[src/slp_pkg.sv]
// Shared constants, types and decode helpers of the sleep controller pair
package slp_pkg;

  // ********************************
  // Power control register layout
  // ********************************
  localparam int PCR_W = 8;
  localparam int PCR_MODE2_BIT = 7;
  localparam int PCR_SE_BIT = 6;
  localparam int PCR_MODE1_BIT = 5;
  localparam int PCR_MODE0_BIT = 4;
  localparam int PCR_SENSE_LSB = 0;
  localparam int PCR_SENSE_W = 4;
  localparam logic [7:0] PCR_RESET = 8'h00;

  typedef enum logic [2:0] {
    MODE_IDLE  = 3'b000,
    MODE_NOISE = 3'b001,
    MODE_PDOWN = 3'b010,
    MODE_PSAVE = 3'b011,
    MODE_RSV4  = 3'b100,
    MODE_RSV5  = 3'b101,
    MODE_STBY  = 3'b110,
    MODE_XSTBY = 3'b111
  } slp_mode_t;

  // ********************************
  // Wake sources and clock domains
  // ********************************
  // Source bits: 0 conversion done, 1 level irq line zero/one, 2 line two,
  // 3 two-wire match, 4 third timer, 5 store ready, 6 edge irq, 7 other I/O
  localparam int W_NUM = 8;
  localparam logic [7:0] WMASK_NOISE = 8'h3F;
  localparam logic [7:0] WMASK_PDOWN = 8'h0E;
  localparam logic [7:0] WMASK_T2 = 8'h10;

  localparam int CK_NUM = 7;
  localparam int CK_CORE = 6;
  localparam int CK_FLASH = 5;
  localparam int CK_IO = 4;
  localparam int CK_ADC = 3;
  localparam int CK_ASY = 2;
  localparam int CK_OSC = 1;
  localparam int CK_TOSC = 0;
  localparam logic [6:0] CLK_ALL_ON = 7'h7F;

  // ********************************
  // Timing in clock cycles
  // ********************************
  localparam int DLY_W = 16;
  localparam logic [15:0] HALT_CYC = 16'h0004;
  localparam logic [15:0] STBY_WAKE_CYC = 16'h0006;
  localparam logic [1:0] ISR_CYC = 2'h2;

  // ********************************
  // Controller register map
  // ********************************
  localparam int HA_W = 3;
  localparam logic [2:0] HREG_PCR = 3'h0;
  localparam logic [2:0] HREG_CMD = 3'h1;
  localparam logic [2:0] HREG_STAT = 3'h2;
  localparam logic [2:0] HREG_PC = 3'h3;
  localparam int CMD_GO_BIT = 0;
  localparam int STAT_ASLEEP_BIT = 0;
  localparam int STAT_IRQ_BIT = 1;
  localparam int STAT_RST_BIT = 2;

  typedef enum logic [1:0] {
    ST_RUN   = 2'b00,
    ST_SLEEP = 2'b01,
    ST_START = 2'b10,
    ST_HALT  = 2'b11
  } slp_dst_t;

  typedef enum logic [2:0] {
    C_IDLE   = 3'b000,
    C_SET_SE = 3'b001,
    C_SLEEP  = 3'b010,
    C_CHECK  = 3'b011,
    C_WAIT   = 3'b100,
    C_ISR    = 3'b101,
    C_CLR_SE = 3'b110
  } slp_cst_t;

  function automatic slp_mode_t slp_mode_of(input logic [7:0] pcr);
    return slp_mode_t'({pcr[PCR_MODE2_BIT], pcr[PCR_MODE1_BIT], pcr[PCR_MODE0_BIT]});
  endfunction

endpackage

[src/slp_if.sv]
// Link between the processor side and the sleep controller
`timescale 1ns/1ps
interface slp_if;
  logic pcr_wr;
  logic [7:0] pcr_wdata;
  logic sleep_exec;
  logic [7:0] pcr_rdata;
  logic halted;
  logic wake_irq;
  logic wake_rst;

  modport dev (
    input pcr_wr, pcr_wdata, sleep_exec,
    output pcr_rdata, halted, wake_irq, wake_rst
  );
  modport cpu (
    output pcr_wr, pcr_wdata, sleep_exec,
    input pcr_rdata, halted, wake_irq, wake_rst
  );
endinterface

[src/slp_ctrl.sv]
// Sleep-mode controller: power control register, clock gating, wake timing
//
// Summary of operation
// (RULE1) Sleep only with enable bit and instruction
// (RULE2) Three-bit field picks one of six modes
// (RULE3) Interrupt wake: start-up, four halt cycles, resume
// (RULE4) Wake keeps register file and memory intact
// (RULE5) Reset during sleep restarts at reset vector
// (RULE6) Control register bit layout, all zero at reset
// (RULE7) Software sets enable before, clears after sleep
// (RULE8) Idle stops only core and store clocks; the timer oscillator also stops unless the third timer is asynchronous
// (RULE9) Idle wakes on external and internal interrupts
// (RULE10) Idle or noise mode starts conversion
// (RULE11) Noise mode also stops peripheral clock
// (RULE12) Noise mode wake sources are limited
// (RULE13) Power-down stops oscillator and generated clocks
// (RULE14) Power-down wakes on resets, match, line irqs
// (RULE15) Level wake must be held long enough
// (RULE16) Power-down wake waits clock restart delay
// (RULE17) Power-save keeps asynchronous third timer running
// (RULE18) Synchronous third timer undefined after power-save
// (RULE19) Standby keeps oscillator, wakes in six cycles
// (RULE20) Extended standby keeps oscillator, six cycle wake
// (RULE21) Software may power comparator off in idle
// (RULE22) Reserved or unsupported codes do not sleep
//
// The address-and-strobe port and the register offsets are this design's own decisions.
`timescale 1ns/1ps
module slp_ctrl
  import slp_pkg::*;
(
  // Clock and reset
  input wire logic i_core_clk,
  input wire logic i_arst_n,
  // Processor link
  slp_if.dev lnk,
  // Wake requests, already qualified by their enables
  input wire logic [W_NUM-1:0] i_wake_src,
  input wire logic i_reset_req,
  // Configuration
  input wire logic i_t2_async,
  input wire logic i_xtal_sel,
  input wire logic i_adc_en,
  input wire logic [DLY_W-1:0] i_startup_ck,
  // Clock gates and status
  output logic o_core_clk_en,
  output logic o_flash_clk_en,
  output logic o_io_clk_en,
  output logic o_adc_clk_en,
  output logic o_asy_clk_en,
  output logic o_osc_en,
  output logic o_tosc_en,
  output logic o_adc_start,
  output logic [PCR_SENSE_W-1:0] o_irq_sense,
  output logic o_t2_undef,
  output logic o_asleep,
  output logic [2:0] o_sleep_mode
);

  // ********************************
  // State
  // ********************************
  typedef struct packed {
    slp_dst_t st;
    logic [7:0] pcr;
    slp_mode_t mode;
    logic [DLY_W-1:0] cnt;
    logic by_rst;
    logic [CK_NUM-1:0] clk_en;
    logic adc_start;
    logic halted;
    logic wake_irq;
    logic wake_rst;
    logic t2_undef;
  } slp_dev_t;

  localparam slp_dev_t DEV_RST = '{
    st: ST_RUN,
    pcr: PCR_RESET,
    mode: MODE_IDLE,
    clk_en: CLK_ALL_ON,
    default: '0
  };

  slp_dev_t q;
  slp_dev_t d;
  slp_mode_t sel_mode;

  // ********************************
  // Mode decode
  // ********************************
  // Standby codes need a crystal; other unlisted codes never sleep
  function automatic logic mode_legal(input slp_mode_t m, input logic xtal);
    case (m)
      MODE_IDLE, MODE_NOISE, MODE_PDOWN, MODE_PSAVE: return 1'b1;
      MODE_STBY, MODE_XSTBY: return xtal; // RULE19 RULE20 RULE22
      default: return 1'b0; // RULE22
    endcase
  endfunction

  // Clocks kept alive per mode, order core,store,io,conv,asy,osc,tosc
  function automatic logic [CK_NUM-1:0] clk_set(input slp_mode_t m, input logic asy);
    case (m)
      MODE_IDLE: return {5'b00111, 1'b1, asy}; // RULE8
      MODE_NOISE: return {5'b00011, 1'b1, asy}; // RULE11
      MODE_PDOWN: return 7'h00; // RULE13
      MODE_PSAVE: return {4'b0000, asy, 1'b0, asy}; // RULE17
      MODE_STBY: return 7'h02; // RULE19
      MODE_XSTBY: return {4'b0000, asy, 1'b1, asy}; // RULE20
      default: return CLK_ALL_ON;
    endcase
  endfunction

  function automatic logic wake_ok(input slp_mode_t m, input logic [W_NUM-1:0] s,
                                   input logic asy);
    logic [W_NUM-1:0] msk;
    msk = '0;
    case (m)
      MODE_IDLE: msk = '1; // RULE9
      MODE_NOISE: msk = WMASK_NOISE; // RULE12
      MODE_PDOWN, MODE_STBY: msk = WMASK_PDOWN; // RULE14
      MODE_PSAVE, MODE_XSTBY: msk = WMASK_PDOWN | (asy ? WMASK_T2 : 8'h00); // RULE17
      default: msk = '0;
    endcase
    return |(s & msk);
  endfunction

  // Oscillator restart time; idle and noise modes never stop it
  function automatic logic [DLY_W-1:0] wake_dly(input slp_mode_t m,
                                                input logic [DLY_W-1:0] su);
    case (m)
      MODE_PDOWN, MODE_PSAVE: return su; // RULE16
      MODE_STBY, MODE_XSTBY: return STBY_WAKE_CYC; // RULE19 RULE20
      default: return '0;
    endcase
  endfunction

  assign sel_mode = slp_mode_of(q.pcr); // RULE2

  // ********************************
  // Next state
  // ********************************
  always_comb begin
    logic [DLY_W-1:0] dly;
    dly = '0;
    d = q;
    d.adc_start = 1'b0;
    d.wake_irq = 1'b0;
    d.wake_rst = 1'b0;
    case (q.st)
      ST_RUN: begin
        if (i_reset_req) begin
          d.pcr = PCR_RESET;
          d.wake_rst = 1'b1;
        end else if (lnk.pcr_wr) begin
          d.pcr = lnk.pcr_wdata; // RULE6
        end else if (lnk.sleep_exec && q.pcr[PCR_SE_BIT]
                     && mode_legal(sel_mode, i_xtal_sel)) begin // RULE1 RULE22
          d.st = ST_SLEEP;
          d.mode = sel_mode;
          d.halted = 1'b1;
          d.t2_undef = 1'b0;
          d.clk_en = clk_set(sel_mode, i_t2_async);
          d.adc_start = i_adc_en
                        && (sel_mode == MODE_IDLE || sel_mode == MODE_NOISE); // RULE10
        end
      end
      ST_SLEEP: begin
        if (i_reset_req || wake_ok(q.mode, i_wake_src, i_t2_async)) begin
          d.by_rst = i_reset_req; // RULE5
          d.t2_undef = (q.mode == MODE_PSAVE) && !i_t2_async; // RULE18
          d.clk_en[CK_OSC] = 1'b1;
          dly = wake_dly(q.mode, i_startup_ck);
          if (dly == '0) begin
            d.clk_en = CLK_ALL_ON;
            d.st = ST_HALT;
            d.cnt = HALT_CYC - 16'h0001;
          end else begin
            d.st = ST_START;
            d.cnt = dly - 16'h0001; // RULE16
          end
          // Reset wake needs no halt: the core restarts from scratch
          if (i_reset_req && dly == '0) begin
            d.st = ST_RUN;
            d.halted = 1'b0;
            d.pcr = PCR_RESET;
            d.wake_rst = 1'b1; // RULE5
          end
        end
      end
      ST_START: begin
        if (q.cnt == '0) begin
          d.clk_en = CLK_ALL_ON;
          if (q.by_rst) begin
            d.st = ST_RUN;
            d.halted = 1'b0;
            d.pcr = PCR_RESET;
            d.wake_rst = 1'b1; // RULE5
          end else begin
            d.st = ST_HALT;
            d.cnt = HALT_CYC - 16'h0001; // RULE3
          end
        end else begin
          d.cnt = q.cnt - 16'h0001;
        end
      end
      ST_HALT: begin
        if (q.cnt == '0) begin
          // Register contents survive; only the halt is lifted
          d.st = ST_RUN;
          d.halted = 1'b0;
          d.wake_irq = 1'b1; // RULE3 RULE4
        end else begin
          d.cnt = q.cnt - 16'h0001; // RULE3
        end
      end
      default: d = DEV_RST;
    endcase
  end

  always_ff @(posedge i_core_clk or negedge i_arst_n) begin
    if (!i_arst_n) begin
      q <= DEV_RST;
    end else begin
      q <= d;
    end
  end

  // ********************************
  // Outputs
  // ********************************
  assign lnk.pcr_rdata = q.pcr;
  assign lnk.halted = q.halted;
  assign lnk.wake_irq = q.wake_irq;
  assign lnk.wake_rst = q.wake_rst;
  assign o_core_clk_en = q.clk_en[CK_CORE];
  assign o_flash_clk_en = q.clk_en[CK_FLASH];
  assign o_io_clk_en = q.clk_en[CK_IO];
  assign o_adc_clk_en = q.clk_en[CK_ADC];
  assign o_asy_clk_en = q.clk_en[CK_ASY];
  assign o_osc_en = q.clk_en[CK_OSC];
  assign o_tosc_en = q.clk_en[CK_TOSC];
  assign o_adc_start = q.adc_start;
  assign o_irq_sense = q.pcr[PCR_SENSE_LSB +: PCR_SENSE_W]; // RULE6
  assign o_t2_undef = q.t2_undef;
  assign o_asleep = q.halted;
  assign o_sleep_mode = q.mode;

endmodule // slp_ctrl

[src/flat_wrapper.sv]
// flat-port wrapper written by rule: the top's interface ports become plain ports
module slp_ctrl_flat import slp_pkg::*;
  (i_core_clk, i_arst_n, i_wake_src, i_reset_req, i_t2_async, i_xtal_sel, i_adc_en, i_startup_ck, o_core_clk_en, o_flash_clk_en, o_io_clk_en, o_adc_clk_en, o_asy_clk_en, o_osc_en, o_tosc_en, o_adc_start, o_irq_sense, o_t2_undef, o_asleep, o_sleep_mode, lnk_pcr_wr, lnk_pcr_wdata, lnk_sleep_exec, lnk_pcr_rdata, lnk_halted, lnk_wake_irq, lnk_wake_rst);
  slp_if lnk_i ();
  input wire logic i_core_clk;
  input wire logic i_arst_n;
  input wire logic [W_NUM-1:0] i_wake_src;
  input wire logic i_reset_req;
  input wire logic i_t2_async;
  input wire logic i_xtal_sel;
  input wire logic i_adc_en;
  input wire logic [DLY_W-1:0] i_startup_ck;
  output logic o_core_clk_en;
  output logic o_flash_clk_en;
  output logic o_io_clk_en;
  output logic o_adc_clk_en;
  output logic o_asy_clk_en;
  output logic o_osc_en;
  output logic o_tosc_en;
  output logic o_adc_start;
  output logic [PCR_SENSE_W-1:0] o_irq_sense;
  output logic o_t2_undef;
  output logic o_asleep;
  output logic [2:0] o_sleep_mode;
  input wire logic [$bits(lnk_i.pcr_wr)-1:0] lnk_pcr_wr;
  input wire logic [$bits(lnk_i.pcr_wdata)-1:0] lnk_pcr_wdata;
  input wire logic [$bits(lnk_i.sleep_exec)-1:0] lnk_sleep_exec;
  output wire logic [$bits(lnk_i.pcr_rdata)-1:0] lnk_pcr_rdata;
  output wire logic [$bits(lnk_i.halted)-1:0] lnk_halted;
  output wire logic [$bits(lnk_i.wake_irq)-1:0] lnk_wake_irq;
  output wire logic [$bits(lnk_i.wake_rst)-1:0] lnk_wake_rst;
  assign lnk_i.pcr_wr = lnk_pcr_wr;
  assign lnk_i.pcr_wdata = lnk_pcr_wdata;
  assign lnk_i.sleep_exec = lnk_sleep_exec;
  assign lnk_pcr_rdata = lnk_i.pcr_rdata;
  assign lnk_halted = lnk_i.halted;
  assign lnk_wake_irq = lnk_i.wake_irq;
  assign lnk_wake_rst = lnk_i.wake_rst;
  slp_ctrl u_core (.i_core_clk(i_core_clk), .i_arst_n(i_arst_n), .lnk(lnk_i), .i_wake_src(i_wake_src), .i_reset_req(i_reset_req), .i_t2_async(i_t2_async), .i_xtal_sel(i_xtal_sel), .i_adc_en(i_adc_en), .i_startup_ck(i_startup_ck), .o_core_clk_en(o_core_clk_en), .o_flash_clk_en(o_flash_clk_en), .o_io_clk_en(o_io_clk_en), .o_adc_clk_en(o_adc_clk_en), .o_asy_clk_en(o_asy_clk_en), .o_osc_en(o_osc_en), .o_tosc_en(o_tosc_en), .o_adc_start(o_adc_start), .o_irq_sense(o_irq_sense), .o_t2_undef(o_t2_undef), .o_asleep(o_asleep), .o_sleep_mode(o_sleep_mode));
endmodule
[config.mk]
export PLATFORM = sky130hd
export DESIGN_NAME = slp_ctrl_flat
export DESIGN_NICKNAME = d
export VERILOG_FILES = /design/src/slp_pkg.sv /design/src/slp_if.sv /design/src/slp_ctrl.sv /design/src/flat_wrapper.sv
export SDC_FILE = /design/constraint.sdc
export NUM_CORES = 1
export LEC_CHECK = 0
export ABC_AREA = 1
export BUFFER_PORTS_ARGS = -buffer_cell sky130_fd_sc_hd__buf_2
export CAP_MARGIN = 0
export CORE_MARGIN = 2
export CORE_UTILIZATION = 40
export DETAILED_ROUTE_END_ITERATION = 16
export SYNTH_ARGS = -nofsm -noshare
export SYNTH_HDL_FRONTEND = slang
export SYNTH_SLANG_ARGS = --single-unit
[constraint.sdc]
create_clock -name i_core_clk -period 2.22 [get_ports i_core_clk]
set_input_delay 0.444 -clock i_core_clk [delete_from_list [all_inputs] [get_ports i_core_clk]]
set_output_delay 0.444 -clock i_core_clk [all_outputs]
set_load 0.02 [all_outputs]
### Yosys cells after proc, flatten, opt, wreduce, memory -nomap -nowiden

Cells that the tools add are included.

* register bits after elaboration: 42
* input bits: 40
* output and inout bits: 28

* add/subtract/negate cells: 2
* equality and inequality tests: 25
* mux-type cells: 55
* bitwise logic cells: 3
* reductions and logical operators: 32

Operators with widths (number)
* 2-to-1 mux 16 bit: 6
* one-hot mux 16 bit (3 select lines): 1
* one-hot mux 7 bit (6 select lines): 1
* zero test 16 bit: 2
* 2-to-1 mux 8 bit: 4
* one-hot mux 16 bit (2 select lines): 1
* one-hot mux 8 bit (4 select lines): 1
* subtractor 16 x 1 -> 16 bit, second input constant: 2
* 2-to-1 mux 10 bit: 3
* 2-to-1 mux 9 bit: 3
* 2-to-1 mux 24 bit: 1
* one-hot mux 8 bit (3 select lines): 1
* one-hot mux 7 bit (3 select lines): 1
* AND reduction 6 bit: 3
* 2-to-1 mux 1 bit: 17
* 2-to-1 mux 2 bit: 7
* 2-to-1 mux 7 bit: 2
* != test 2 x 1 -> 1 bit, second input constant: 7
* equality test 3 x 2 -> 1 bit, second input constant: 4
* equality test 3 bit, second input constant: 4
* OR reduction 2 bit: 5
* bitwise AND 8 bit: 1
* one-hot mux 2 bit (4 select lines): 1
* AND reduction 4 bit: 2
* 23 further kinds: 37

### Logic depth before layout (Yosys ltp)

Gate-level depths: netlist of the first run.

* depth after elaboration: 14
* depth in mapped cells: 14

### Least setup slack after synthesis of the first run

No wires, ideal clock.

* path type: register to register
* from: register u_core.q, in the netlist u_core.o_sleep_mode[1]
* to: register u_core.q[18] (netlist name)
* data arrival time: 1.830 ns
* data required time: 2.154 ns
* slack: 0.325 ns
* stages on the path, launching flop included: 15
* buffers on the path: 1
* path through: dfrtp_1 -> inv_1 -> nor2_2 -> nand2_1 -> ha_1 -> nand2_1 -> nor2_1 -> nand2_1 -> nor2_4 -> nor2_2 -> buf_4 -> nand2_1 -> o21ai_0 -> nand2_1 -> nand2_1

* longest elaborated chain between the ends: 9
* elaborated cells between the ends (all ways): 25

Ends and longest elaborated chain
* start, declared: line slp_ctrl.sv:85 `slp_dev_t q;`
* start signal, assigned: line slp_ctrl.sv:223 `q <= DEV_RST;`
* start signal, assigned: line slp_ctrl.sv:225 `q <= d;`
* equality test 3 bit / equality test 3 x 2 -> 1 bit (equally long branches): line slp_ctrl.sv:118, slp_ctrl.sv:131
* OR reduction 2 bit, on equally long branches: line slp_ctrl.sv:131, slp_ctrl.sv:118
* one-hot mux 16 bit (2 select lines) / one-hot mux 8 bit (4 select lines) (equally long branches): line slp_ctrl.sv:131, slp_ctrl.sv:118
* 2-to-1 mux 16 bit / 2-to-1 mux 8 bit (equally long branches): line slp_ctrl.sv:169, slp_ctrl.sv:150
* 2-to-1 mux 16 bit / bitwise AND 8 bit (equally long branches): line slp_ctrl.sv:150, slp_ctrl.sv:125
* subtractor 16 x 1 -> 16 bit (tied with other cells): line slp_ctrl.sv:180 `d.cnt = dly - 16'h0001;`
* 2-to-1 mux 16 bit / logical OR 1 bit (equally long branches): line slp_ctrl.sv:174, slp_ctrl.sv:169
* 2-to-1 mux 24 bit / != test 2 x 1 -> 1 bit (equally long branches)
* one-hot mux 16 bit (3 select lines) / AND reduction 4 bit (equally long branches)

Several ways; a longest one is shown, not always the timed one. The select of a mux whose other input is x is not followed.
A chain may end at the register's enable or synchronous reset.

### Worst setup path in the final report of the first run

* from: register u_core.q[13] (netlist name)
* to: register u_core.q[22] (netlist name)

* longest elaborated chain between the ends: 3
* elaborated cells between the ends (all ways): 8

Ends and longest elaborated chain
* subtractor 16 x 1 -> 16 bit / zero test 16 bit (equally long branches)
* 2-to-1 mux 16 bit (tied with other cells): line slp_ctrl.sv:208 `if (q.cnt == '0) begin`
* one-hot mux 16 bit (3 select lines) / AND reduction 4 bit (equally long branches)

Several ways; a longest one is shown, not always the timed one. The select of a mux whose other input is x is not followed.

==> flow_metrics.py, run 1 <==
metrics = {
    "global_routing": {
        "grt_pass1_vias": 3168,
        "grt_antenna_before_repair": 0,
        "grtUsageTotal_pct": 21.12,
        "grt_pass1_wl_mm": 14.91,
        "grt_use_met2_pct": 37.68,
        "use_met3_pct": 3.083,
        "grt_start_max_net_pins": 41,
        "grtUsageMet1_pct": 27.00,
        "gr-max-usage-layer": "met2",
        "overflow": 0,
    },
    "cts": {
        "clkLatencyLatePin_ns": 0.30,
        "clkTransAtPathRegs_ns": 0.09,
        "cts-root-buf": "clkbuf_8",
        "h-tree-depth": 2,
        "cts_buffers": 5,
        "cts_tree": "done",
        "cts_sinks": 41,
        "cts_buffer_depth": 2,
    },
    "detailed_routing": {
        "route.vias.total": 3457,
        "vias_per_cell": 4.988,
        "wl_per_cell_um": 12.89,
        "drtIter0Drc": 146,
        "drc_errors": 0,
        "ant_nets": 0,
        "first_pass_iters": 5,
        "wl_mm": 8.932,
    },
    "sta": {
        "holdWs_ns": 0.3516,
        "setup_viol": 0,
        "fin_worst_skew_ns": 0.01552,
        "maxSlewViolCount": 0,
        "setup_ws_ns": 0.1972,
        "max_freq_mhz": 494.4,
        "rsz0062_at_grt": "true",
        "hold_viol": 0,
        "relSlewSlack_pct": 62.65,
        "worst-slew-pin-transition_ns": 0.5582,
        "fin_crit_ns": 2.023,
        "finalCritPeriodShare_pct": 91.12,
        "tns_ns": 0,
    },
    "critical_path": {
        "required_ns": 2.40,
        "cp_max_fo": 14,
        "cp_num_buf_inv": 2,
        "reg2reg_to": "u_core.q[22]",
        "r2r-start": "u_core.q[13]",
        "slowest_stage": "dfrtp_1",
        "end_kind": "register",
        "critPathKind": "register to register",
        "cp_common_cell": "nand2_1",
        "cp-start-kind": "register",
        "r2r_cells": 12,
        "path_delay_family": "simple AND/OR/NAND/NOR gates",
        "max_stage_delay_ns": 0.41,
        "worstPathArrival_ns": 2.20,
        "crit_chain": "inv_1 -> ha_1 -> nand2_1 -> nor2_1 -> nand2_1 -> o21ai_2 -> nand2_1 -> buf_4 -> nand3b_1 -> nand2_1 -> nand2_1 -> nand2_1",
        "rrSetupSlack_ns": 0.20,
    },
    "min_path": {
        "holdCritPathClass": "primary input to register",
        "hold_start": "i_adc_en",
        "hold_depth": 3,
        "hold_path_end": "u_core.o_adc_start",
    },
    "place": {
        "hpwlAfterDp_mm": 7.125,
        "io_buffers": 67,
        "gp_congestion": 0.9236,
        "dp_slack_ns": 0.05490,
        "dp_cells": 682,
    },
    "synthesis": {
        "synth_top_area_cell": "dfrtp_1",
        "ys_seq_area_share_pct": 31.12,
        "syn_nets": 569,
        "ys.warnings.count": 0,
        "ys_types": 29,
        "synthCells": 521,
        "syn_avg_cell_area_um2": 6.374,
        "synthTopCellsByArea": "dfrtp_1, nand2_1, nand3_1",
        "netlist.area_leader.share_pct": 26.38,
        "ys_seq_elements": 41,
        "netlist_area_mm2": 0.003321,
    },
    "floorplan": {
        "die_area_mm2": 0.009047,
        "core-area_mm2": 0.008134,
        "dieWidth_um": 95.12,
        "start_util_pct": 40.82,
        "io_pins": 68,
        "die_height_um": 95.12,
        "rows": 33,
    },
    "power": {
        "p_int_w": 0.002447,
        "swShare_pct": 51.72,
        "switchingPower_w": 0.002621,
        "power.leakage_nw": 2.158,
        "p_per_area_mw_per_mm2": 1299,
        "total_power_w": 0.005068,
        "pwr-share-clk_pct": 12.4,
        "seq_power_share_pct": 23.6,
        "p_comb_share_pct": 64.1,
        "peakVddDrop_uv": 659.5,
    },
    "run_status": {
        "status": "finished, final reports clean",
    },
    "final_layout": {
        "multiInputGateArea_mm2": 0.001964,
        "nets": 635,
        "syn_to_final_growth_pct": 17.52,
        "stdcell_count": 693,
        "layout-drive-gt1-share_pct": 21.26,
        "n_fill_cell": 864,
        "register_area_mm2": 0.001035,
        "num_antenna_cells": 0,
    },
    "job": {
        "cap_viol_max_count": 0,
    },
}
-- state kept, by name, indices dropped and copies added, names as in the netlist --
register	cells
u_core.o_flash_clk_en	1
u_core.lnk.halted	1
u_core.o_adc_start	1
u_core.o_adc_clk_en	1
u_core.o_osc_en	1
u_core.o_sleep_mode	3
u_core.o_tosc_en	1
u_core.q	19
u_core.o_t2_undef	1
u_core.o_io_clk_en	1
u_core.o_asy_clk_en	1
u_core.lnk.wake_rst	1
u_core.lnk.pcr_rdata	8
u_core.lnk.wake_irq	1
-- cells in the mapped netlist --
cell type and instances:
nand2_1 195, nor2_2 6, o21ai_0 42, o21ai_2 2, nand3b_1 6, nor3_1 7
or2_2 2, nand4_1 8, buf_2 2, o21bai_1 2, buf_6 2, and3_1 1
a21oi_4 1, nor2_1 54, dfstp_2 6, nand3_2 3, nand3_1 46, o21ai_1 3
nand2_2 3, inv_2 2, inv_1 41, buf_4 19, ha_1 8, a21oi_1 8
xor2_1 6, xnor2_1 4, dfrtp_1 35, clkbuf_1 4, nor2_4 3
-- timing repair --
action                                  in CTS  in global routing
endpoints found under the setup margin       0                 28
setup buffers                                0                  2
hold buffers                                 1                  0
hold endpoints to repair                     1                  0
resized for setup                            0                 12
-- per-stage QoR --
stage               utilization [%]  area (µm²)
finish                        47.98        3902
global route                  47.98        3902
CTS                           47.35        3851
detailed placement            45.85        3730
global placement              45.85        3730
floorplan                         -        3321
-- worst max-delay path by stage --
| stage | startpoint | endpoint | slack, ns | depth (start not counted) |
|---|---|---|---|---|
| 2_1_floorplan | u_core.o_sleep_mode[1] | u_core.q[18] | 0.32 | 14 |
| 3_3_place_gp | i_startup_ck[1] | u_core.q[21] | 0.10 | 12 |
| 3_5_place_dp | i_startup_ck[1] | u_core.q[23] | 0.05 | 12 |
| 4_1_cts | u_core.o_sleep_mode[1] | u_core.q[23] | 0.07 | 13 |
| 5_1_grt | u_core.o_sleep_mode[2] | u_core.lnk.pcr_rdata[6] | -0.006 | 11 |
| 6_report | u_core.q[13] | u_core.q[22] | 0.20 | 12 |
-- layer usage --
layer	part of all wire, %	up-vias
met2	50	86
met3	4.5	8
met5	0	-
met1	44	1574
met4	1.3	0
li1	-	1789
-- area by class of cell --
class,count,share of cell area [%]
sequential,41,26.51
tap,105,3.366
clock buffer,6,1.860
timing repair buffer,86,12.73
clock inverter,2,0.9939
multi-input combinational,410,50.34
inverter,43,4.200
-- worst min-delay path, delay by kind of cell --
| family | cells | cell delay [ns] |
|---|---|---|
| buf+inv | 1 | 0.09 |
| simple gates | 2 | 0.09 |
-- power by group through the flow --
stage	clock [W]	combinational [W]	sequential, W
2_1_floorplan	0	0.00240	0.00121
3_3_place_gp	0	0.00314	0.00119
3_5_place_dp	0	0.00318	0.00120
4_1_cts	0.000639	0.00319	0.00119
5_1_grt	0.000664	0.00372	0.00123
6_report	0.000627	0.00325	0.00119
-- cell usage in the layout (no fill, tap or decap), drive strengths merged --
cell type	synthesis	routed
a21oi	9	9
clkinv	0	1
xor2	6	6
nand4	8	8
o21ai	47	47
dfrtp	35	35
ha	8	8
nand3b	6	6
and3	1	1
buf	23	85
dlygate4sd3	0	1
bufinv	0	1
o21bai	2	2
nand3	49	49
or2	2	2
nor2	63	63
clkbuf	4	6
dfstp	6	6
nor3	7	7
xnor2	4	4
inv	43	43
nand2	198	198
-- logic make-up after synthesis --
group / count (synthesis) / synth area share, %
flops: 41 / 31.12
xor+xnor: 10 / 2.637
simple gates: 334 / 43.18
compound gates: 58 / 9.457
buf+inv: 70 / 10.59
fa+ha+maj: 8 / 3.014
(Power assumes the default switching activity.)
==> inputs of run 2 (changes only) <==
--- a/config.mk
+++ b/config.mk
@@ -11,6 +11,7 @@
 export CORE_MARGIN = 2
 export CORE_UTILIZATION = 40
 export DETAILED_ROUTE_END_ITERATION = 16
+export SKIP_CTS_REPAIR_TIMING = 1
 export SYNTH_ARGS = -nofsm -noshare
 export SYNTH_HDL_FRONTEND = slang
 export SYNTH_SLANG_ARGS = --single-unit
==> constraint.sdc (replaced) <==
create_clock -name i_core_clk -period 2.1 [get_ports i_core_clk]
set_input_delay 0.42 -clock i_core_clk [delete_from_list [all_inputs] [get_ports i_core_clk]]
set_output_delay 0.42 -clock i_core_clk [all_outputs]
set_load 0.02 [all_outputs]
==> run 2 against run 1 <==
First-iteration DRC count unchanged. Final cell count rose by 2.7%. Sequential power up 6%. Total power increased by 12%. Cell area rose by 7.5%. Clock skew fell by 0.0026 ns. Critical path depth is the same. Combinational power rose by 19%.
==> flow_metrics.py, run 2 (same netlist as run 1, synthesis figures left out) <==
metrics = {
    "final_layout": {
        "num_antenna_cells": 0,
        "largest_register_ffs": 19,
        "nets": 654,
        "layout-drive-gt1-share_pct": 27.84,
        "top_register": "u_core.q",
        "final_area_mm2": 0.004197,
        "fin_util_pct": 51.59,
        "final_common_cell": "nand2_1",
        "final_cell_mix": "nand2_1, buf_2, nor2_1, o21ai_0",
        "n_fill_cell": 827,
        "syn_to_final_growth_pct": 26.38,
    },
    "sta": {
        "hold_viol": 0,
        "setup_ws_ns": 0.08468,
        "fin_crit_ns": 2.015,
        "maxSlewViolCount": 0,
        "finalCritPeriodShare_pct": 95.97,
        "setup_viol": 0,
        "worst-slew-pin-transition_ns": 0.5125,
        "rsz0062_at_grt": "true",
        "fin_worst_skew_ns": 0.01291,
        "max_freq_mhz": 496.2,
        "relSlewSlack_pct": 65.48,
    },
    "detailed_routing": {
        "first_pass_iters": 4,
        "route.vias.total": 3522,
        "drtIter0Drc": 146,
        "wl_per_cell_um": 13.27,
        "drc_errors": 0,
        "ant_nets": 0,
        "vias_per_cell": 4.947,
        "wl_mm": 9.447,
    },
    "critical_path": {
        "cp-start-kind": "register",
        "endpoint": "u_core.lnk.pcr_rdata[5]",
        "worstPathArrival_ns": 2.22,
        "end_kind": "register",
        "critPathLaunch": "u_core.o_sleep_mode[1]",
        "r2r-start": "u_core.o_sleep_mode[1]",
        "r2r_cells": 12,
        "cp_max_fo": 8,
        "reg2reg_to": "u_core.lnk.pcr_rdata[5]",
        "critPathKind": "register to register",
        "required_ns": 2.30,
        "rrSetupSlack_ns": 0.08,
    },
    "cts": {
        "cts_tree": "done",
        "cts_buffers": 5,
        "cts_sinks": 41,
        "cts_buffer_depth": 2,
        "h-tree-depth": 2,
        "clkLatencyLatePin_ns": 0.30,
        "clkTransAtPathRegs_ns": 0.09,
        "cts-root-buf": "clkbuf_8",
    },
    "global_routing": {
        "grt_pass1_wl_mm": 15.12,
        "grt_start_max_net_pins": 25,
        "overflow": 0,
        "grtUsageTotal_pct": 21.36,
        "grt_antenna_before_repair": 0,
        "grt_pass1_vias": 3318,
    },
    "power": {
        "peakVddDrop_uv": 576.0,
        "p_per_area_mw_per_mm2": 1349,
        "total_power_w": 0.005661,
        "power.leakage_nw": 2.269,
    },
    "floorplan": {
        "start_util_pct": 40.82,
        "core-area_mm2": 0.008134,
        "die_height_um": 95.12,
        "die_area_mm2": 0.009047,
        "rows": 33,
        "dieWidth_um": 95.12,
        "io_pins": 68,
    },
    "min_path": {
        "holdCritPathClass": "primary input to async pin",
    },
    "place": {
        "dp_slack_ns": -0.1089,
        "postPlaceCellArea_mm2": 0.003812,
        "hpwlAfterDp_mm": 7.204,
        "gp_congestion": 0.9283,
        "io_buffers": 67,
    },
    "job": {
        "cap_viol_max_count": 0,
    },
    "run_status": {
        "status": "finished, final reports clean",
    },
}
==> run 2: cell count changes in the layout (fill, tap and decap cells not counted), moves of 2 or more <==
cell and delta:
buf_4 +14, nand2_1 -9, nand3_1 -7, nand2_2 +5, nand3_2 +5, nand2_4 +4, nor2_1 -4, buf_6 +3
nor2_4 +3, clkinvlp_4 +2, nand3_4 +2, nor2_2 +2
==> run 2: per-stage QoR <==
step           instances  setup TNS [ns]  hold slack (ns)
2_1_floorplan        521               0           0.1244
5_1_grt              712         -0.3439           0.1013
3_5_place_dp         693          -1.359           0.4177
6_report             712               0          0.07303
4_1_cts              701          -1.584          0.09120
3_3_place_gp         693        -0.01954           0.4257
==> run 2: area by class of cell <==
class	count	area (µm²)	share of cell area, %
clock buffers	6	72.57	1.729
clock inverters	2	15.01	0.3578
inverters	43	163.9	3.906
multi-input cells	411	2112	50.33
flip-flops and latches	41	1036	24.69
well taps	105	131.4	3.131
repair buffers	104	665.6	15.86
==> run 2: worst min-delay path by stage <==
stage / from / endpoint / slack [ns] / depth (start not counted)
3_5_place_dp: i_arst_n / u_core.q[24] / 0.42 / 1
5_1_grt: i_arst_n / u_core.q[24] / 0.10 / 1
4_1_cts: i_arst_n / u_core.q[24] / 0.09 / 1
6_report: i_arst_n / u_core.q[24] / 0.07 / 1
2_1_floorplan: i_arst_n / u_core.lnk.halted / 0.12 / 0
3_3_place_gp: i_arst_n / u_core.o_sleep_mode[2] / 0.43 / 1
==> run 2: metal layers <==
| metal | track usage [%] | vias to the layer above | routed length (µm) |
|---|---|---|---|
| li1 | - | 1819 | - |
| met1 | 26.22 | 1593 | 4120 |
| met2 | 37.56 | 87 | 4661 |
| met3 | 3.399 | 23 | 369 |
| met4 | 7.850 | 0 | 295 |
| met5 | 0 | - | 0 |
==> run 2: power breakdown <==
group | switching [W] | internal [W] | total [W]
registers | 0.000204 | 0.00105 | 0.00126
clock network | 0.000289 | 0.000234 | 0.000524
logic | 0.00246 | 0.00142 | 0.00388
total | 0.00296 | 0.00270 | 0.00566
==> run 2: worst max-delay path, cell delays in order (launching register included) <==
cell     delay, ns
dfrtp_2       0.46
buf_8         0.16
o21ai_4       0.07
ha_4          0.15
nand2_2       0.05
nor2_2        0.14
nand2_2       0.08
nor2_4        0.16
inv_2         0.08
a21oi_4       0.29
nand2_4       0.14
nand2_2       0.09
nand2_2       0.04
==> inputs of run 3 (changes only) <==
--- a/config.mk
+++ b/config.mk
@@ -5,7 +5,7 @@
 export SDC_FILE = /design/constraint.sdc
 export NUM_CORES = 1
 export LEC_CHECK = 0
-export ABC_AREA = 1
+export ABC_AREA = 0
 export BUFFER_PORTS_ARGS = -buffer_cell sky130_fd_sc_hd__buf_2
 export CAP_MARGIN = 0
 export CORE_MARGIN = 2
==> run 3 against run 2 <==
The flow now finishes with violations (negative setup slack). Wire length fell by 5.0%. Sequential share of layout area decreased by 1.1 points. Hold slack improved by 0.13 ns. Final cell count is 14% lower. Maximum frequency fell by 5.0%. Clock skew is essentially flat. Die area shrank 5.6%. Clock power rose by 51%. Sequential power about the same. First-iteration DRC count rose by 46%. Critical path type unchanged. Critical endpoint is now u_core.o_io_clk_en.
==> flow_metrics.py, run 3 <==
metrics = {
    "floorplan": {
        "dieWidth_um": 92.43,
        "io_pins": 68,
        "die_height_um": 92.43,
        "die_area_mm2": 0.008543,
        "core-area_mm2": 0.007647,
        "rows": 32,
        "start_util_pct": 40.90,
    },
    "final_layout": {
        "largest_register_ffs": 19,
        "stdcell_count": 610,
        "syn_to_final_growth_pct": 40.16,
        "num_antenna_cells": 0,
        "layout-drive-gt1-share_pct": 41.54,
        "final_common_cell": "buf_4",
        "final_cell_mix": "buf_4, buf_2, nand2_1, o21ai_0, dfrtp_1",
        "register_area_mm2": 0.001035,
        "top_register": "u_core.q",
        "final_area_mm2": 0.004384,
        "n_fill_cell": 686,
        "nets": 555,
        "multiInputGateArea_mm2": 0.001952,
    },
    "synthesis": {
        "netlist.area_leader.share_pct": 28.00,
        "synthArstFlopShare_pct": 100.0,
        "synth_top_area_cell": "dfrtp_1",
        "syn_nets": 426,
        "synthFlopType": "dfrtp_1",
        "synthTopCellsByArea": "dfrtp_1, o21ai_0, nand2_1",
        "ys.warnings.count": 0,
        "synth_edf_count": 0,
        "synth.most_common_cell": "nand2_1",
        "ys_types": 67,
        "syn_avg_cell_area_um2": 8.275,
        "ys_seq_elements": 41,
        "ys_seq_area_share_pct": 33.04,
        "synth_commonest_cells": "nand2_1, o21ai_0, dfrtp_1, nor2_1",
        "netlist_area_mm2": 0.003128,
        "synthCells": 378,
    },
    "power": {
        "pwr-share-clk_pct": 14.1,
        "swShare_pct": 43.11,
        "p_per_area_mw_per_mm2": 1278,
        "switchingPower_w": 0.002416,
        "p_int_w": 0.003189,
        "seq_power_share_pct": 23.0,
        "peakVddDrop_uv": 706.2,
        "p_comb_share_pct": 63.0,
        "total_power_w": 0.005604,
        "power.leakage_nw": 2.073,
    },
    "place": {
        "gp_congestion": 0.9376,
        "io_buffers": 67,
        "postPlaceCellArea_mm2": 0.004019,
        "dp_cells": 595,
        "dp_slack_ns": -0.1946,
        "hpwlAfterDp_mm": 6.964,
    },
    "sta": {
        "worst-slew-pin-transition_ns": 0.7784,
        "finalCritPeriodShare_pct": 101.1,
        "rsz0062_at_grt": "true",
        "relSlewSlack_pct": 48.11,
        "hold_viol": 0,
        "max_freq_mhz": 471.2,
        "fin_crit_ns": 2.122,
        "fin_worst_skew_ns": 0.01255,
        "setup_ws_ns": -0.02216,
        "setup_viol": 4,
        "maxSlewViolCount": 0,
    },
    "global_routing": {
        "grt_start_max_net_pins": 33,
        "grt_pass1_vias": 3073,
        "overflow": 0,
        "grt_pass1_wl_mm": 14.26,
        "grt_antenna_before_repair": 0,
        "grtUsageTotal_pct": 20.78,
    },
    "cts": {
        "cts_buffer_depth": 2,
        "cts-root-buf": "clkbuf_8",
        "cts_buffers": 5,
        "h-tree-depth": 2,
        "clkLatencyLatePin_ns": 0.30,
        "cts_tree": "done",
        "cts_sinks": 41,
        "clkTransAtPathRegs_ns": 0.09,
    },
    "detailed_routing": {
        "drc_errors": 0,
        "vias_per_cell": 5.315,
        "wl_met3_um": 412,
        "route.vias.total": 3242,
        "wl_per_cell_um": 14.72,
        "drtIter0Drc": 213,
        "wl_met1_mm": 4.192,
        "highest_layer": "met4",
        "wl_mm": 8.979,
        "ant_nets": 0,
        "wl_met2_mm": 4.243,
        "first_pass_iters": 4,
    },
    "critical_path": {
        "cp_common_cell": "o21ai_2",
        "max_stage_delay_ns": 0.49,
        "cp_max_fo": 7,
        "slowest_stage": "dfrtp_2",
        "end_kind": "register",
        "cp_num_buf_inv": 2,
        "required_ns": 2.34,
        "path_delay_family": "flip-flops",
        "crit_chain": "o21ai_2 -> ha_2 -> o21ai_2 -> buf_4 -> or2_4 -> a211oi_4 -> buf_6 -> mux2_4",
        "worstPathArrival_ns": 2.36,
        "cp-start-kind": "register",
        "critPathKind": "register to register",
    },
    "run_status": {
        "violations": "negative setup slack",
        "status": "complete, but fails checks",
    },
    "min_path": {
        "holdCritPathClass": "primary input to async pin",
    },
    "job": {
        "cap_viol_max_count": 0,
    },
}
==> run 3: changes by cell type in the layout (fill, tap and decap cells not counted), moves of 8 or more <==
cell,change
a31oi_1,+8
buf_4,+46
nand2_2,-8
nand3_1,-26
inv_1,-20
nand2_1,-140
mux2i_1,+10
nor2_1,-21
nor2_4,-8
a21oi_1,+15
==> run 3: per-stage QoR <==
stage / hold WS [ns] / setup TNS (ns) / util [%]
final: 0.1983 / -0.07477 / 57.33
after global placement: 0.4600 / -1.963 / 52.55
after detailed placement: 0.4674 / -2.537 / 52.55
after global routing: 0.2636 / -0.7735 / 57.33
after CTS: 0.2176 / -0.8834 / 54.35
after floorplan: 0.1244 / -0.04854 / -
==> run 3: final cells by class <==
| cell class | count | share of cell area [%] |
|---|---|---|
| Timing Repair Buffer | 154 | 23.69 |
| Clock buffer | 5 | 1.570 |
| Sequential cell | 41 | 23.60 |
| Inverter | 23 | 2.140 |
| Multi-Input combinational cell | 282 | 44.52 |
| Tap cell | 102 | 2.911 |
| Clock inverter | 3 | 1.570 |
==> run 3: worst paths after layout <==
| check | from | endpoint | slack [ns] | depth (start not counted) |
|---|---|---|---|---|
| max | u_core.o_sleep_mode[2] | u_core.o_io_clk_en | -0.02 | 8 |
| min | i_arst_n | u_core.o_sleep_mode[2] | 0.20 | 1 |
| max reg2reg | u_core.o_sleep_mode[2] | u_core.o_io_clk_en | -0.02 | 8 |
| min reg2reg | u_core.o_flash_clk_en | u_core.o_flash_clk_en | 0.48 | 2 |
| max in group asynchronous | i_arst_n | u_core.o_adc_start | 1.32 | 2 |
| min in group i_core_clk | lnk_pcr_wdata[4] | u_core.lnk.pcr_rdata[4] | 0.34 | 3 |
==> run 3: cells by family after synthesis <==
group | synth area share (%)
buffers and inverters | 9.000
xor gates and xnor gates | 1.120
DFF | 33.04
muxes | 5.000
adders and majority gates | 3.200
AOI/OAI and AO/OA | 24.28
and+or+nand+nor | 24.36
==> run 3: power by group through the flow <==
stage	Combinational (W)	Clock, W	Sequential (W)
floorplan	0.00209	0	0.00136
global placement	0.00310	0	0.00128
detailed placement	0.00314	0	0.00129
CTS	0.00316	0.000801	0.00128
global route	0.00384	0.000836	0.00132
finish	0.00353	0.000789	0.00129
==> run 3: metal layers <==
metal  vias to the layer above  global-route usage [%]
li1                       1605                       -
met3                        11                   3.255
met1                      1525                   28.52
met4                         0                   5.846
met2                       101                   34.00
met5                         -                       0
